## config.mk

```make
export PLATFORM = sky130hd
export DESIGN_NAME = can_xcvr_ctl
export DESIGN_NICKNAME = d
export VERILOG_FILES = /design/src/design/can_ctl_pkg.sv /design/src/design/can_xcvr_ctl.sv /design/src/design/can_bit_buf.sv
export VERILOG_INCLUDE_DIRS = /design/src /design/src/design
export SDC_FILE = /design/constraint.sdc
export NUM_CORES = 1
export LEC_CHECK = 0
export ABC_CLOCK_PERIOD_IN_PS = 3700
export BUFFER_PORTS_ARGS = -buffer_cell sky130_fd_sc_hd__buf_2
export CAP_MARGIN = 25
export CELL_PAD_IN_SITES_DETAIL_PLACEMENT = 1
export CELL_PAD_IN_SITES_GLOBAL_PLACEMENT = 1
export CORE_ASPECT_RATIO = 0.75
export CORE_MARGIN = 8
export CORE_UTILIZATION = 28
export CTS_CLUSTER_SIZE = 28
export DETAILED_ROUTE_END_ITERATION = 12
export GPL_ROUTABILITY_DRIVEN = 0
export HOLD_SLACK_MARGIN = 0.02
export PLACE_DENSITY_LB_ADDON = 0.1
export SLEW_MARGIN = 20
export SYNTH_ARGS = -nofsm -noshare
export SYNTH_HDL_FRONTEND = slang
export SYNTH_HIERARCHICAL = 1
export SYNTH_SLANG_ARGS = --single-unit
```

## constraint.sdc

```tcl
create_clock -name i_ref_clk -period 3.7 [get_ports i_ref_clk]
set_input_delay 0.185 -clock i_ref_clk [delete_from_list [all_inputs] [get_ports i_ref_clk]]
set_output_delay 0.185 -clock i_ref_clk [all_outputs]
set_load 0.01 [all_outputs]
```

## src/design/can_ctl_defs.svh

```systemverilog
// Timing constants and pin levels for the transceiver-facing controller
`ifndef CAN_CTL_DEFS_SVH
`define CAN_CTL_DEFS_SVH
// Reference clock period in picoseconds
`define CLK_PERIOD_PS 5000
// Standby wake-up filter time in ns
`define WAKE_FILTER_NS 3000
// Shortest dominant time-out of the transceiver, in us
`define DOM_TIMEOUT_MIN_US 300
// Longest legal dominant run in bits
`define MAX_DOM_BITS 11
// Slowest allowed bit rate in kbit/s
`define MIN_BITRATE_KBPS 40
// Bit time at the slowest rate in ns
`define BIT_NS_MAX (1000000 / `MIN_BITRATE_KBPS)
// Cycles per bit at the slowest rate
`define BIT_CYC_MAX ((`BIT_NS_MAX * 1000) / `CLK_PERIOD_PS)
// Cycles per bit at 1 Mbit/s on the reference clock
`define BIT_CYC_1M 200
// Cycles of the dominant budget, rounded down (longest time)
`define DOM_BUDGET_CYC ((`DOM_TIMEOUT_MIN_US * 1000000) / `CLK_PERIOD_PS)
// Cycles the received low must last in standby to count as wake
// Filter time in ps, rounded up to whole cycles below
`define WAKE_PS (`WAKE_FILTER_NS * 1000)
`define WAKE_CYC ((`WAKE_PS + `CLK_PERIOD_PS - 1) / `CLK_PERIOD_PS)
// Pin levels
`define PIN_RECESSIVE 1'b1
`define PIN_DOMINANT 1'b0
`define STB_NORMAL 1'b0
`define STB_STANDBY 1'b1
`endif

```

## src/design/can_ctl_pkg.sv

```systemverilog
// Types shared by the transceiver controller
package can_ctl_pkg;
  // Mode states, Gray coded along normal -> to_standby -> standby -> wake
  typedef enum logic [1:0] {
    ST_NORMAL = 2'b00,
    ST_TO_STBY = 2'b01,
    ST_STANDBY = 2'b11,
    ST_WAKE = 2'b10
  } mode_t;
endpackage : can_ctl_pkg

```

## src/design/can_xcvr_ctl.sv

```systemverilog
// Controller driving a CAN transceiver's transmit and standby pins and reading its receive pin
`timescale 1ns/1ps
`include "can_ctl_defs.svh"
// Operation
// - Drive standby_select low for normal mode
// - Drive standby_select high to request standby
// - Low receive in standby means wake request
// - Only controller leaves standby, by driving low
// - Never hold dominant beyond eleven slowest bits
module can_xcvr_ctl #(
  parameter int BIT_CYC = `BIT_CYC_1M, // Cycles per bit, default 1 Mbit/s
  parameter int DOM_LIMIT = `MAX_DOM_BITS * `BIT_CYC_MAX,
  parameter int WAKE_CYC = `WAKE_CYC
) (
  input wire logic i_ref_clk,
  input wire logic i_nrst,
  input wire logic i_standby_req, // User asks for standby
  input wire logic i_tx_bit, // Bit to send, 0 dominant
  input wire logic i_tx_valid,
  output logic o_tx_ready,
  input wire logic i_rxd_pin, // Transceiver receive pin
  output logic o_txd_pin, // Transceiver transmit pin
  output logic o_standby_select, // Transceiver mode pin
  output logic o_rx_bit, // Synchronised receive level
  output logic o_wake, // Wake request seen in standby
  output logic o_dom_err, // Dominant run cut short
  output can_ctl_pkg::mode_t o_mode
);
  import can_ctl_pkg::*;

  localparam int BW = $clog2(DOM_LIMIT + BIT_CYC + 2);
  localparam int WW = $clog2(WAKE_CYC + 2);

  logic [2:0] rx_sync_q; // Three-stage receive synchroniser
  logic rx_lvl_q, rx_lvl_d; // Filtered level, changes when 2 and 3 agree
  mode_t mode_q, mode_d;
  logic [WW-1:0] wcnt_q, wcnt_d; // Wake qualification count
  logic [BW-1:0] bcnt_q, bcnt_d; // Cycles within current bit
  logic [BW-1:0] dom_q, dom_d; // Cycles of current dominant run
  logic txd_q, txd_d;
  logic stb_q, stb_d;
  logic wake_q, wake_d;
  logic err_q, err_d;
  logic buf_valid;
  logic buf_bit;
  logic buf_take;

  // Bit buffer stalls the user when the bit timer is slow
  can_bit_buf #(.WIDTH(1)) u_buf (
    .i_ref_clk(i_ref_clk),
    .i_nrst(i_nrst),
    .i_data(i_tx_bit),
    .i_valid(i_tx_valid),
    .o_ready(o_tx_ready),
    .o_data(buf_bit),
    .o_valid(buf_valid),
    .i_ready(buf_take)
  );

  // Receive pin synchroniser, pin into stage 1, each stage feeds the next
  always_ff @(posedge i_ref_clk or negedge i_nrst)
  begin
    if (!i_nrst)
    begin
      rx_sync_q <= 3'h7;
    end
    else
    begin
      rx_sync_q <= {rx_sync_q[1:0], i_rxd_pin};
    end
  end

  // Bit boundary: take a new bit only in normal mode at bit end
  assign buf_take = (mode_q == ST_NORMAL) && (bcnt_q == BW'(BIT_CYC - 1));

  // Next-state logic
  always_comb
  begin
    rx_lvl_d = rx_lvl_q;
    if (rx_sync_q[1] == rx_sync_q[2])
    begin
      rx_lvl_d = rx_sync_q[2];
    end
    mode_d = mode_q;
    wcnt_d = wcnt_q;
    bcnt_d = bcnt_q;
    dom_d = dom_q;
    txd_d = txd_q;
    stb_d = stb_q;
    wake_d = 1'b0;
    err_d = 1'b0;
    case (mode_q)
      ST_NORMAL:
      begin
        stb_d = `STB_NORMAL;
        // Bit timer runs freely
        if (bcnt_q == BW'(BIT_CYC - 1))
        begin
          bcnt_d = '0;
        end
        else
        begin
          bcnt_d = bcnt_q + 1'b1;
        end
        if (buf_take)
        begin
          // Idle slot sends recessive
          txd_d = buf_valid ? buf_bit : `PIN_RECESSIVE;
        end
        // Count dominant run and force recessive at the limit
        if (txd_q == `PIN_DOMINANT)
        begin
          if (dom_q >= BW'(DOM_LIMIT - 1))
          begin
            txd_d = `PIN_RECESSIVE;
            err_d = 1'b1;
            dom_d = '0;
          end
          else
          begin
            dom_d = dom_q + 1'b1;
          end
        end
        else
        begin
          dom_d = '0;
        end
        if (i_standby_req)
        begin
          mode_d = ST_TO_STBY;
          txd_d = `PIN_RECESSIVE;
        end
      end
      ST_TO_STBY:
      begin
        // Release bus before asking for standby
        stb_d = `STB_STANDBY;
        txd_d = `PIN_RECESSIVE;
        wcnt_d = '0;
        mode_d = ST_STANDBY;
      end
      ST_STANDBY:
      begin
        txd_d = `PIN_RECESSIVE;
        // Qualify a low receive level as wake
        if (rx_lvl_q == `PIN_DOMINANT)
        begin
          if (wcnt_q == WW'(WAKE_CYC))
          begin
            wake_d = 1'b1;
            mode_d = ST_WAKE;
          end
          else
          begin
            wcnt_d = wcnt_q + 1'b1;
          end
        end
        else
        begin
          wcnt_d = '0;
        end
        if (!i_standby_req)
        begin
          // Leaving wins: a wake pulse with the pin low would be stale
          wake_d = 1'b0;
          stb_d = `STB_NORMAL;
          bcnt_d = '0;
          dom_d = '0;
          mode_d = ST_NORMAL;
        end
      end
      ST_WAKE:
      begin
        // Stay in standby until the user leaves it
        txd_d = `PIN_RECESSIVE;
        if (!i_standby_req)
        begin
          stb_d = `STB_NORMAL;
          bcnt_d = '0;
          dom_d = '0;
          mode_d = ST_NORMAL;
        end
      end
      default:
      begin
        mode_d = ST_NORMAL;
        txd_d = `PIN_RECESSIVE;
      end
    endcase
  end

  // State registers, bus released and normal mode after reset
  always_ff @(posedge i_ref_clk or negedge i_nrst)
  begin
    if (!i_nrst)
    begin
      rx_lvl_q <= 1'b1;
      mode_q <= ST_NORMAL;
      wcnt_q <= '0;
      bcnt_q <= '0;
      dom_q <= '0;
      txd_q <= 1'b1;
      stb_q <= 1'b0;
      wake_q <= 1'b0;
      err_q <= 1'b0;
    end
    else
    begin
      rx_lvl_q <= rx_lvl_d;
      mode_q <= mode_d;
      wcnt_q <= wcnt_d;
      bcnt_q <= bcnt_d;
      dom_q <= dom_d;
      txd_q <= txd_d;
      stb_q <= stb_d;
      wake_q <= wake_d;
      err_q <= err_d;
    end
  end

  assign o_txd_pin = txd_q;
  assign o_standby_select = stb_q;
  assign o_rx_bit = rx_lvl_q;
  assign o_wake = wake_q;
  assign o_dom_err = err_q;
  assign o_mode = mode_q;
endmodule : can_xcvr_ctl

```

## src/design/can_bit_buf.sv

```systemverilog
// Two-entry valid/ready buffer for transmit bits
`timescale 1ns/1ps
module can_bit_buf #(
  parameter int WIDTH = 1
) (
  input wire logic i_ref_clk,
  input wire logic i_nrst,
  input wire logic [WIDTH-1:0] i_data,
  input wire logic i_valid,
  output logic o_ready,
  output logic [WIDTH-1:0] o_data,
  output logic o_valid,
  input wire logic i_ready
);
  logic [WIDTH-1:0] mem_q [2]; // Storage slots
  logic [WIDTH-1:0] mem_d [2];
  logic wr_q, wr_d; // Write slot
  logic rd_q, rd_d; // Read slot
  logic [1:0] cnt_q, cnt_d; // Fill level
  logic ready_q, ready_d; // Registered not-full flag
  logic push;
  logic pop;

  // Next-state of the ring
  always_comb
  begin
    push = i_valid && (cnt_q != 2'h2);
    pop = i_ready && (cnt_q != 2'h0);
    mem_d = mem_q;
    wr_d = wr_q;
    rd_d = rd_q;
    if (push)
    begin
      mem_d[wr_q] = i_data;
      wr_d = ~wr_q;
    end
    if (pop)
    begin
      rd_d = ~rd_q;
    end
    cnt_d = cnt_q + {1'b0, push} - {1'b0, pop};
    // Ready from the next fill level, so it leaves a flip-flop
    ready_d = (cnt_d != 2'h2);
  end

  // Registers only
  always_ff @(posedge i_ref_clk or negedge i_nrst)
  begin
    if (!i_nrst)
    begin
      mem_q[0] <= '1;
      mem_q[1] <= '1;
      wr_q <= 1'b0;
      rd_q <= 1'b0;
      cnt_q <= 2'h0;
      ready_q <= 1'b1;
    end
    else
    begin
      mem_q <= mem_d;
      wr_q <= wr_d;
      rd_q <= rd_d;
      cnt_q <= cnt_d;
      ready_q <= ready_d;
    end
  end

  // Honest full and empty
  assign o_ready = ready_q;
  assign o_valid = (cnt_q != 2'h0);
  assign o_data = mem_q[rd_q];
endmodule : can_bit_buf

```

==> impl_metrics.env <==
export IMPL_cts_resized_gates=0
export IMPL_nFillCells=1202
export IMPL_ys_async_sr_fraction_pct=100
export IMPL_grt_use_total_pct=11.7
export IMPL_cts_made_buffers=9
export IMPL_min_path_type="input pin to flip-flop"
export IMPL_synthCells=314
export IMPL_cts_htree_levels=3
export IMPL_die_x_um=137
export IMPL_crit_buf_inv=1
export IMPL_dr_pass1_iters=4
export IMPL_slew_violations=0
export IMPL_ys_warn_count=6
export IMPL_whs_ps=113
export IMPL_setup_viol=0
export IMPL_final_cell_mix="51 x dfrtp_1, 34 x nand2_1, 22 x nor2_1, 22 x o21ai_0, 18 x nand3_1"
export IMPL_clock_fmax_mhz=354
export IMPL_finalCriticalPeriod_ps=2830
export IMPL_cp_max_fo=7
export IMPL_cp_data_required_time_ps=3950
export IMPL_insertion_delay_ps=330
export IMPL_drtIter0Drc=79
export IMPL_maxCapViolations=0
export IMPL_multi_input_area_mm2=0.00149
export IMPL_drive_gt1_share_pct=16.3
export IMPL_grt_ovfl_total=0
export IMPL_antenna_found_initial=0
export IMPL_max_slew_margin_pct=34.9
export IMPL_io_buffers=13
export IMPL_viasPerCell=5.07
export IMPL_clkTransAtPathRegs_ps=50
export IMPL_worstPathArrival_ps=3080
export IMPL_syn_avg_cell_area_um2=9.75
export IMPL_synth_edf_count=0
export IMPL_fin_setup_tns_ps=0
export IMPL_seq_area_frac_synth_pct=48.6
export IMPL_n_antenna_cell=0
export IMPL_fin_skew_ps=2.87
export IMPL_cts_root_buf="clkbuf_16"
export IMPL_wl_per_cell_um=16.3
export IMPL_worst_slew_pin_slew_ps=968
export IMPL_synthToLayoutAreaGrowth_pct=19.2
export IMPL_grt_pass1_wl_mm=13.3
export IMPL_hold_viol=0
export IMPL_slowest_stage="or4_1"
export IMPL_synthesis_nets=326
export IMPL_die_h_um=107
export IMPL_reg2reg_slack_ps=870
export IMPL_status="completed"
export IMPL_ant_nets=0
export IMPL_dr_total_vias=2425
export IMPL_finalPower_mw=2.47
export IMPL_clock_sinks=59
export IMPL_drt_wl_total_mm=7.77
export IMPL_drc=0
export IMPL_power_density_mw_per_mm2=676
export IMPL_first_global_vias=2538
export IMPL_slowest_delay_ps=600
export IMPL_grt_max_degree=36
export IMPL_critPathKind="flip-flop to flip-flop"
export IMPL_synth_area_mm2=0.00306
export IMPL_end_kind="flip-flop"
export IMPL_dp_hpwl_mm=5.37
export IMPL_fp_row_count=33
export IMPL_fin_nets=345
export IMPL_synthFlopType="dfrtp_1"
export IMPL_synth_distinct_cells=55
export IMPL_initial_core_util_pct=28.4
export IMPL_crit_path_start_kind="flip-flop"
export IMPL_finalCritPeriodShare_pct=76.4
export IMPL_regArea_mm2=0.00149
export IMPL_core_mm2=0.0108
export IMPL_peakVddDrop_v=0.000249
export IMPL_crit_family="simple AND/OR/NAND/NOR gates"
export IMPL_postCtsSetupRepairBufs=0
export IMPL_ioPinCount=14
export IMPL_layout_commonest_cell="dfrtp_1"
export IMPL_clk_path_buf_depth=2
export IMPL_rsz0062_at_grt="no"
export IMPL_p_leak_nw=1.57
export IMPL_cts_tree="yes"
export IMPL_cp_cell_sequence="or4_1, nor4_2, and2_1, and2_4, ha_1, inv_1, ha_1, xnor2_1, xnor2_1, nand2b_1"
export IMPL_ys_ff_latch=59
export IMPL_die_area_mm2=0.0146
area by class of cell:
cell class,instances,area share (%)
inverter,6,0.617
sequential,59,40.8
clock inverter,4,2.61
clock buffer,12,7.31
multi-input combinational,238,40.8
tap,140,4.80
timing repair buffer,19,3.16
through the flow:
stage	setup WS, ps	cell area, um^2	util [%]	cells
after floorplan	1160	3060	-	314
after global placement	960	3270	30.3	460
after detailed placement	853	3270	30.3	460
after CTS	816	3650	33.8	478
after global routing	622	3650	33.8	478
final	874	3650	33.8	478
per-layer routing:
metal	track usage (%)	share of wire (%)
met5	0	0
met4	4.77	1.2
met3	3.72	2.8
met1	15.9	52
met2	16.8	44
cell usage after synthesis (4+ instances only):
master    instances  share of area (%)
dfrtp_1          51                 42
nand2_1          34                4.2
nor2_1           22                2.7
o21ai_0          22                3.6
nand3_1          18                2.9
a21oi_1          13                2.1
nand4_1          10                2.0
a22o_1            9                2.6
a21o_1            8                2.0
dfstp_2           8                6.9
nor3_1            8                1.3
o21ai_1           8                1.3
a31oi_1           7                1.4
clkbuf_1          6               0.74
ha_1              6                2.5
and3_1            5                1.0
inv_1             5               0.61
mux2i_1           5                1.6
nand2b_1          5                1.0
or3_1             5                1.0
xnor2_1           4                1.1
xor2_1            4                1.1
sequential cells by signal, indices dropped and copies added, names as in the netlist, 2 cells and up:
| name | flops |
|---|---|
| dom_q | 16 |
| rx_sync_q | 3 |
| o_mode | 2 |
| wcnt_q | 10 |
| u_buf/cnt_q | 2 |
| bcnt_q | 16 |
| u_buf/mem_q | 2 |
power breakdown:
part,internal (mW),switching [mW]
logic,0.232,0.352
registers,0.752,0.128
clock network,0.711,0.292
kinds of logic (layout without fill, tap and decap cells):
group / count (synthesis) / count (layout) / synth area share, %
AND/OR/NAND/NOR: 133 / 133 / 23.2
AO/OA/AOI/OAI: 82 / 82 / 17.6
flip-flops: 59 / 59 / 48.6
buffers and inverters: 17 / 41 / 2.86
XOR/XNOR: 8 / 8 / 2.29
multiplexers: 8 / 8 / 2.74
adder cells (fa/ha/maj): 7 / 7 / 2.78
timing repair:
item	in CTS	in global routing
setup endpoints to repair	0	0
endpoints found under the hold margin	30	0
hold buffers	2	0
final timing paths:
| check | from | end | cells after the start |
|---|---|---|---|
| worst max-delay path | bcnt_q[9]$_DFFE_PN0P_ | u_buf/o_ready$_DFF_PN1_ | 10 |
| worst min-delay path | i_tx_bit | u_buf/mem_q[0]$_DFFE_PN1P_ | 2 |
| worst max register to register | bcnt_q[9]$_DFFE_PN0P_ | u_buf/o_ready$_DFF_PN1_ | 10 |
| worst min register to register | rx_sync_q[0]$_DFF_PN1_ | rx_sync_q[1]$_DFF_PN1_ | 0 |
| max in group asynchronous | i_nrst | u_buf/o_ready$_DFF_PN1_ | 3 |
| min in group asynchronous | i_nrst | o_standby_select$_DFFE_PN0P_ | 2 |
Power figures use the tool's default switching activity.
